--- src/ssr_pkg.sv ---
package ssr_pkg;

	////////////////////////////////////////////////////////////////////////
	// word and frame shape
	localparam int SSR_W         = 16;
	localparam int SSR_CNT_W     = 4;

	////////////////////////////////////////////////////////////////////////
	// command word fields
	localparam int SSR_ADDR_HI   = 15;
	localparam int SSR_ADDR_LO   = 13;
	localparam int SSR_SEL_HI    = 11;
	localparam int SSR_SEL_LO    = 8;
	localparam int SSR_EN1_BIT   = 1;
	localparam int SSR_EN0_BIT   = 0;
	localparam logic [2:0] SSR_ENCFG_ADDR = 3'h0;
	localparam logic [3:0] SSR_SEL_RESET  = 4'h0;

	////////////////////////////////////////////////////////////////////////
	// device status word bit positions
	localparam int SSR_B_HEAD1   = 15;
	localparam int SSR_B_HEAD0   = 14;
	localparam int SSR_B_HOME1   = 13;
	localparam int SSR_B_HOME0   = 12;
	localparam int SSR_B_PEND1   = 11;
	localparam int SSR_B_PEND0   = 10;
	localparam int SSR_B_HIGH    = 9;
	localparam int SSR_B_LOW     = 8;
	localparam int SSR_B_CAL     = 7;
	localparam int SSR_B_FAULT   = 6;
	localparam int SSR_B_GAUGE1_SHIFTED_FLAG    = 5;
	localparam int SSR_B_GAUGE0_SHIFTED_FLAG    = 4;
	localparam int SSR_B_GAUGE1_HOMING    = 3;
	localparam int SSR_B_GAUGE0_HOMING    = 2;
	localparam int SSR_B_HEAT1   = 1;
	localparam int SSR_B_HEAT0   = 0;

	// sticky bits cleared by a valid read of the device status word
	localparam logic [15:0] SSR_READ_CLR_MASK = 16'h0370;
	localparam logic [15:0] SSR_STICKY_RESET  = 16'h0000;
	localparam logic [15:0] SSR_WORD_RESET    = 16'h0000;

	////////////////////////////////////////////////////////////////////////
	// frame state
	typedef enum logic [0:0]
	{
		SSR_IDLE  = 1'b0,
		SSR_SHIFT = 1'b1
	} ssr_state_t;

endpackage

--- src/ssr_top.sv ---
`timescale 1ns/1ns
// Operation
// - on select fall, load chosen status word; shift it out msb first
// - on select rise, accept only nonzero multiple-of-16 bit frames
// - after select rise, output floats and status may update again
// - fault flags held until device status word read in valid frame
// - invalid frame length leaves every latched fault flag set
// - pointer fields show live pointer state
// - after sixteen bits, output echoes bits taken in since select fell
// - five word types; selector kept until rewritten or reset
// - selector msb zero picks device status word, other bits ignored
// - 10xx accumulator, 1100 gauge0, 1101 gauge1, 111x velocity
// - bits 15,14 give gauge1, gauge0 heading
// - bits 13,12 give gauge1, gauge0 home side
// - bits 11,10 one while gauge not at commanded position
// - bit 9 flags overvoltage; coil drivers disabled on overvoltage
// - bit 8 flags undervoltage only, drivers stay on
// - bit 7 follows clock calibration out of tolerance
// - bit 6 set on either supply event
// - bits 5,4 set when gauge position changed since last device status read
// - bits 3,2 set while homing, until frame after zero found
// - bits 1,0 heat trip disables gauge, held until re-enabled
// - status bits are read only; written data alters only bits 1,0, cleared by re-enable
module ssr_top
(
	input  wire logic                     clk,
	input  wire logic                     rst_n,
	input  wire logic                     spi_sclk,
	input  wire logic                     spi_cs_n,
	input  wire logic                     spi_si,
	output logic                          spi_so,
	output logic                          spi_so_oe,
	input  wire logic                     gauge1_heading,
	input  wire logic                     gauge0_heading,
	input  wire logic                     gauge1_home_side,
	input  wire logic                     gauge0_home_side,
	input  wire logic                     gauge1_pending,
	input  wire logic                     gauge0_pending,
	input  wire logic                     supply_high_event,
	input  wire logic                     supply_low_event,
	input  wire logic                     clock_cal_bad,
	input  wire logic                     gauge1_moved,
	input  wire logic                     gauge0_moved,
	input  wire logic                     gauge1_homing_active,
	input  wire logic                     gauge0_homing_active,
	input  wire logic                     gauge1_homing_cancel,
	input  wire logic                     gauge0_homing_cancel,
	input  wire logic                     gauge1_heat_event,
	input  wire logic                     gauge0_heat_event,
	input  wire logic [ssr_pkg::SSR_W-1:0] homing_acc_word,
	input  wire logic [ssr_pkg::SSR_W-1:0] gauge0_pos_word,
	input  wire logic [ssr_pkg::SSR_W-1:0] gauge1_pos_word,
	input  wire logic [ssr_pkg::SSR_W-1:0] velocity_word,
	output logic [ssr_pkg::SSR_W-1:0]      cmd_word,
	output logic                          cmd_valid,
	output logic [3:0]                    status_selector,
	output logic                          gauge1_drive_off,
	output logic                          gauge0_drive_off,
	output logic                          gauge1_reenable,
	output logic                          gauge0_reenable
);
	import ssr_pkg::*;

	////////////////////////////////////////////////////////////////////////
	// pin synchronisers
	logic [2:0]           sclk_q;
	logic [2:0]           cs_q;
	logic [1:0]           si_q;
	ssr_state_t           state;
	ssr_state_t           next_state;
	logic [SSR_W-1:0]     sr;
	logic [SSR_CNT_W-1:0] bit_cnt;
	logic                 has_bits;
	logic [SSR_W-1:0]     snap;
	logic                 dev_frame;
	logic [SSR_W-1:0]     sticky;
	logic [SSR_W-1:0]     next_sticky;

	always_ff @(posedge clk or negedge rst_n)
	begin
		if (!rst_n)
		begin
			sclk_q <= 3'h0;
			cs_q   <= 3'h7;
			si_q   <= 2'h0;
		end
		else
		begin
			sclk_q <= {sclk_q[1:0], spi_sclk};
			cs_q   <= {cs_q[1:0], spi_cs_n};
			si_q   <= {si_q[0], spi_si};
		end
	end

	wire sclk_rise = sclk_q[1] & ~sclk_q[2];
	wire cs_fall   = cs_q[2] & ~cs_q[1];
	wire cs_rise   = ~cs_q[2] & cs_q[1];
	wire in_frame  = (state == SSR_SHIFT);
	wire frame_end = cs_rise & in_frame;
	wire valid_len = has_bits & (bit_cnt == '0);
	wire frame_ok  = frame_end & valid_len;
	wire is_encfg  = frame_ok & (sr[SSR_ADDR_HI:SSR_ADDR_LO] == SSR_ENCFG_ADDR);
	wire clr_ok    = frame_ok & dev_frame;

	////////////////////////////////////////////////////////////////////////
	// status word assembly
	wire [SSR_W-1:0] live_word;
	wire [SSR_W-1:0] dev_word;
	wire [SSR_W-1:0] sel_word;
	wire [SSR_W-1:0] set_vec;
	wire [SSR_W-1:0] clr_vec;
	wire             reen1;
	wire             reen0;

	assign live_word = {gauge1_heading, gauge0_heading,
		gauge1_home_side, gauge0_home_side,
		gauge1_pending, gauge0_pending,
		2'b00, clock_cal_bad,
		7'h00};
	assign dev_word = live_word | sticky;

	assign sel_word = !status_selector[3] ? dev_word :
		!status_selector[2] ? homing_acc_word :
		status_selector[1] ? velocity_word :
		status_selector[0] ? gauge1_pos_word : gauge0_pos_word;

	assign reen1 = is_encfg & sr[SSR_EN1_BIT];
	assign reen0 = is_encfg & sr[SSR_EN0_BIT];

	// events that set latched flags
	assign set_vec = {6'h00,
		supply_high_event,
		supply_low_event,
		1'b0,
		supply_high_event | supply_low_event,
		gauge1_moved, gauge0_moved,
		gauge1_homing_active, gauge0_homing_active,
		gauge1_heat_event, gauge0_heat_event};

	// read clears act only on the reported snapshot bits; cancel and re-enable clear directly
	assign clr_vec = ({SSR_W{clr_ok}} & snap & SSR_READ_CLR_MASK)
		| {12'h000,
		(clr_ok & snap[SSR_B_GAUGE1_HOMING] & ~gauge1_homing_active)
			| gauge1_homing_cancel,
		(clr_ok & snap[SSR_B_GAUGE0_HOMING] & ~gauge0_homing_active)
			| gauge0_homing_cancel,
		reen1, reen0};

	////////////////////////////////////////////////////////////////////////
	// latched flags; set wins over clear
	genvar gi;
	generate
		for (gi = 0; gi < SSR_W; gi++)
		begin : g_flag
			assign next_sticky[gi] = set_vec[gi]
				| (sticky[gi] & ~clr_vec[gi]);
		end
	endgenerate

	always_ff @(posedge clk or negedge rst_n)
	begin
		if (!rst_n)
			sticky <= SSR_STICKY_RESET;
		else
			sticky <= next_sticky;
	end

	////////////////////////////////////////////////////////////////////////
	// frame state
	always_comb
	begin
		next_state = state;
		case (state)
			SSR_IDLE:  if (cs_fall) next_state = SSR_SHIFT;
			SSR_SHIFT: if (cs_rise) next_state = SSR_IDLE;
			default:   next_state = SSR_IDLE;
		endcase
	end

	always_ff @(posedge clk or negedge rst_n)
	begin
		if (!rst_n)
			state <= SSR_IDLE;
		else
			state <= next_state;
	end

	////////////////////////////////////////////////////////////////////////
	// shift register: status out first, then the echoed input bits
	always_ff @(posedge clk or negedge rst_n)
	begin
		if (!rst_n)
		begin
			sr       <= SSR_WORD_RESET;
			bit_cnt  <= '0;
			has_bits <= 1'b0;
		end
		else if (cs_fall)
		begin
			sr       <= sel_word;
			bit_cnt  <= '0;
			has_bits <= 1'b0;
		end
		else if (in_frame && sclk_rise)
		begin
			sr       <= {sr[SSR_W-2:0], si_q[1]};
			bit_cnt  <= bit_cnt + 1'b1;
			has_bits <= 1'b1;
		end
	end

	// snapshot held for the coherent clear
	always_ff @(posedge clk or negedge rst_n)
	begin
		if (!rst_n)
		begin
			snap      <= SSR_WORD_RESET;
			dev_frame <= 1'b0;
		end
		else if (cs_fall)
		begin
			snap      <= dev_word;
			dev_frame <= ~status_selector[3];
		end
	end

	assign spi_so    = sr[SSR_W-1];
	assign spi_so_oe = in_frame;

	////////////////////////////////////////////////////////////////////////
	// command latch; status bits are not written, except that re-enable clears bits 1,0
	always_ff @(posedge clk or negedge rst_n)
	begin
		if (!rst_n)
		begin
			cmd_word        <= SSR_WORD_RESET;
			cmd_valid       <= 1'b0;
			status_selector <= SSR_SEL_RESET;
			gauge1_reenable <= 1'b0;
			gauge0_reenable <= 1'b0;
		end
		else
		begin
			cmd_valid       <= frame_ok;
			gauge1_reenable <= reen1;
			gauge0_reenable <= reen0;
			if (frame_ok)
				cmd_word <= sr;
			if (is_encfg)
				status_selector <= sr[SSR_SEL_HI:SSR_SEL_LO];
		end
	end

	////////////////////////////////////////////////////////////////////////
	// coil driver disable
	always_ff @(posedge clk or negedge rst_n)
	begin
		if (!rst_n)
		begin
			gauge1_drive_off <= 1'b0;
			gauge0_drive_off <= 1'b0;
		end
		else
		begin
			gauge1_drive_off <= supply_high_event | gauge1_heat_event
				| (gauge1_drive_off & ~reen1);
			gauge0_drive_off <= supply_high_event | gauge0_heat_event
				| (gauge0_drive_off & ~reen0);
		end
	end
endmodule

--- config.mk ---
export PLATFORM = sky130hd
export DESIGN_NAME = ssr_top
export DESIGN_NICKNAME = d
export VERILOG_FILES = /design/src/ssr_pkg.sv /design/src/ssr_top.sv
export SDC_FILE = /design/constraint.sdc
export NUM_CORES = 1
export LEC_CHECK = 0
export BUFFER_PORTS_ARGS = -buffer_cell sky130_fd_sc_hd__buf_4
export CAP_MARGIN = 15
export CELL_PAD_IN_SITES_DETAIL_PLACEMENT = 0
export CELL_PAD_IN_SITES_GLOBAL_PLACEMENT = 2
export CORE_ASPECT_RATIO = 0.8
export CORE_MARGIN = 2
export CORE_UTILIZATION = 34
export CTS_CLUSTER_DIAMETER = 50
export DETAILED_ROUTE_END_ITERATION = 12
export HOLD_SLACK_MARGIN = 0.12
export PLACE_DENSITY = 0.95
export SYNTH_ARGS = -nofsm -noshare
export SYNTH_HDL_FRONTEND = slang
export SYNTH_SLANG_ARGS = --single-unit
--- constraint.sdc ---
create_clock -name clk -period 4.7 [get_ports clk]
set_input_delay 0.235 -clock clk [delete_from_list [all_inputs] [get_ports clk]]
set_output_delay 0.235 -clock clk [all_outputs]
set_load 0.005 [all_outputs]
# After elaboration in Yosys (flattened, before gate mapping)
# Index checks and enable logic that the tools add are counted.
# Widths: inputs -> output; s select.
# word_totals
wordCells	111
output_inout_bits	27
inputBits	86
ff_bits	82
# classes
muxes	13
bitwise	76
reduce_logical	4
n_addsub	1
# op_table
operator	n
$mux 16	6
$and 1x1->1	32
$not 1->1	19
$or 1x1->1	16
$or 16x16->16	1
$and 10x10->10	1
$or 10x4->10	1
$mux 4	2
$not 1->1 const A	6
$add 4x1->4 const B	1
$logic_not 4->1	1
$mux 1	4
$logic_not 3->1	1
$pmux 1 s2	1
$reduce_bool 2->1	1
$logic_and 1x1->1	1

# Depth between registers and ports, before layout
# logic_depth
depth_word	12
depth_mapped	7
depth_no_buf	5

# Worst setup path after synthesis
# OpenSTA, ideal clock, no wires.
# synth_timing
path_kind	register to register
from	register state, in the netlist spi_so_oe
to	register cmd_word[10] (netlist name)
required_ns	4.575
arrival_ns	1.586
setup_slack_ns	2.989
setup_ns	0.125
stages_incl_launch_ff	6
synth_period_minus_slack_ns	1.711
n_path_buf	2
path_cell_list	dfrtp_1 -> or3b_4 -> or2_1 -> buf_6 -> buf_12 -> mux2_4
# synth_via
elab_chain_len	2
# synth_rtl
element	line_no	text
start: declaration	ssr_top.sv:69	ssr_state_t state;
start signal: assignment	ssr_top.sv:185	state <= next_state;
$and 1x1->1	ssr_top.sv:99	wire frame_end = cs_rise & in_frame;
$and 1x1->1	ssr_top.sv:101	wire frame_ok = frame_end & valid_len;
end signal: assignment	ssr_top.sv:248	cmd_word <= sr;
end: declaration	ssr_top.sv:54	output logic [ssr_pkg::SSR_W-1:0] cmd_word,
# No other way between the ends.
# A chain may end at the register's enable or synchronous reset.

# Worst setup path after layout
# layout_timing
from	register bit_cnt[0]
to	register cmd_word[0] (netlist name)
# layout_via
elab_chain_len	3
# layout_rtl
element	line_no	text
start: declaration	ssr_top.sv:72	logic [SSR_CNT_W-1:0] bit_cnt;
start signal: assignment	ssr_top.sv:207	bit_cnt <= bit_cnt + 1'b1;
$logic_not 4->1	ssr_top.sv:100	wire valid_len = has_bits & (bit_cnt == '0);
$and 1x1->1	ssr_top.sv:100	
$and 1x1->1	ssr_top.sv:101	
# No other way between the ends.

==> reports/metrics.csv <==
metric,value,unit
status,completed,
antenna_found_initial,0,
port_buffers,112,
synth_ff_type,dfrtp_1,
start_util,0.347,
grt_overflow,0,
area_delta_synth_final,37.7,%
clockRootBuffer,clkbuf_16,
max_slew.worst_pin.slew,0.952,ns
r2r_cells,5,
power.share.switching,0.272,
hp-class,in2reg,
multi_input_area,1560,um2
drive_gt1_frac,0.402,
syn_avg_cell_area,11.2,um2
yosysUniqueCellTypes,35,
grt_max_degree,73,
tns,0,ns
vias_per_cell,4.94,
post-synth-top-count-cell,dfrtp_1,
synthTopCellsByCount,"dfrtp_1 (69), o21ai_0 (35), mux2_2 (27)",
htree_num_levels,3,
fin_util,0.478,
final_antenna_net_count,0,
final_nets,511,
power_leakage,2.41,nW
min_path_cells,3,
synth.cell_area,3520,um2
syn_inst,314,
die_x,118,um
die_h,95.0,um
routed_wl,9240,um
p_int,1.64,mW
first_iter_violations,103,
hpwlAfterDp,6650,um
ys_seq_elements,72,
synth.net_count,402,
finalHoldViolations,0,
p_per_area,464,nW/um2
routedWlPerCell,16.3,um
timing.slew.headroom,0.365,
cts_tree,yes,
nFillCells,933,
numCtsBuffers,9,
fmaxAchievable,469,MHz
dr.pass1.iters,4,
comb_power_share,0.241,
crit_required,4.91,ns
period_share,0.454,
rows,33,
cts_sinks,72,
maxSlewViolCount,0,
crit_fanout,17,
core_area,10200,um2
p_seq_frac,0.404,
worstSkewPairLatency,0.32,ns
cp.arrival,2.34,ns
stdcell_count,568,
grt_pass1_wl,14900,um
cts_setup_buffers,0,
die_area,11200,um2
rsz0062_at_grt,false,
grt_pass1_vias,2845,
io_pins,113,
path_clk_slew,0.06,ns
setup_violations,0,
synth.top_cells.by_area,"dfrtp_1 (49%), mux2_2 (8.6%), o21ai_0 (5.0%)",
power_switching,611,uW
async_flop_share,1.00,
ir_drop,0.241,mV
crit_path_start_kind,register,
drc_errors,0,
maxCapViolCount,0,
yosysTopAreaCell,dfrtp_1,
cp-end-kind,register,
synth_top_cell_area_share,0.490,
dp.cells,548,
gp_congestion,0.781,
period_needed,2.13,ns
num_antenna_cells,0,
skew,0.00523,ns
num_vias,2806,
synth_seq_area_share,0.513,
p_clk_frac,0.356,
critPathKind,reg2reg,
yosys_warnings,0,
cts_buffer_depth,2,
gr-usage-all-layers,0.171,
synth_edf_count,0,
seq_area,1810,um2
-- power by group through the flow --
stage	sequential (mW)	clock, mW	combinational [mW]
2_1_floorplan	0.842	0	0.330
3_3_place_gp	0.911	0	0.533
3_5_place_dp	0.919	0	0.543
4_1_cts	0.908	0.814	0.549
5_1_grt	0.934	0.843	0.590
6_report	0.908	0.800	0.542
-- routing by layer --
layer	GRT usage	vias up	routed length, um
li1	-	1351	-
met5	0	-	0
met4	0.0341	0	57
met3	0.0568	7	550
met1	0.231	1371	4350
met2	0.272	77	4280
-- area by class of cell --
type / count / share of cell area
inverters: 17 / 0.0132
repair buffers: 118 / 0.185
multi-input cells: 205 / 0.321
flip-flops and latches: 72 / 0.372
clock inverters: 5 / 0.0212
clock buffers: 11 / 0.0521
well taps: 140 / 0.0361
-- cell families (layout without fill, tap and decap cells) --
kind of cell | count (synthesis) | count (layout) | synth area share
DFF | 72 | 72 | 0.513
buffers and inverters | 37 | 151 | 0.0465
adders and majority gates | 2 | 2 | 0.00710
muxes | 53 | 53 | 0.173
xor gates and xnor gates | 2 | 2 | 0.00497
AOI/OAI and AO/OA | 82 | 82 | 0.145
and+or+nand+nor | 66 | 66 | 0.110
-- worst paths after layout --
| kind | end | slack [ns] | startpoint |
|---|---|---|---|
| setup / recovery | cmd_word[0] | 2.57 | bit_cnt[0] |
| hold / removal | sticky[5] | 0.17 | gauge1_moved |
| setup reg to reg | cmd_word[0] | 2.57 | bit_cnt[0] |
| hold reg to reg | sclk_q[1] | 0.35 | sclk_q[0] |
| max in group asynchronous | sticky[1] | 3.52 | rst_n |
| min in group asynchronous | cmd_word[13] | 0.59 | rst_n |
-- repair_timing --
item                      CTS  global route
gates resized for setup     0             0
hold buffers                4             0
hold endpoints to repair   72             0
-- metrics by stage --
step / hold WS (ns) / instance area [um2] / setup slack, ns / power, mW
2_1_floorplan: -0.0606 / 3520 / 2.99 / 1.17
3_3_place_gp: 0.334 / 4460 / 2.63 / 1.44
3_5_place_dp: 0.337 / 4460 / 2.56 / 1.46
4_1_cts: 0.165 / 4850 / 2.55 / 2.27
5_1_grt: 0.173 / 4850 / 2.33 / 2.37
6_report: 0.170 / 4850 / 2.57 / 2.25
-- state kept, by name, indices dropped and copies added (netlist names), 2 cells and up --
register and flops:
snap 7, sr 16, cmd_word 16, cs_q 3, sticky 9, status_selector 4
bit_cnt 4, sclk_q 3, si_q 2
-- worst max-delay path: stages (launching register included) --
cell      delay (ns)
dfrtp_1         0.37
inv_1           0.08
ha_1            0.19
nand4b_1        0.18
or2_1           0.76
mux2_2          0.42
-- cells in the final DEF, fill, tap and decap left out, types with 2 or more instances in the layout --
cell,instances
inv_1,16
nand4b_1,2
nand3b_1,2
dlygate4sd3_1,4
o22ai_1,16
buf_4,114
and3b_1,16
bufinv_16,3
a41oi_1,3
mux2_4,9
clkbuf_16,9
dfrtp_1,69
mux2_2,27
or3_1,2
dfstp_2,3
o21ai_0,35
clkbuf_8,2
and2_1,2
a21oi_1,4
ha_1,2
nor2_1,9
a2bb2oi_1,16
nor3_1,4
nand2_1,23
mux2i_1,17
a31oi_1,8
No activity file was read; power rests on OpenSTA's default activity.
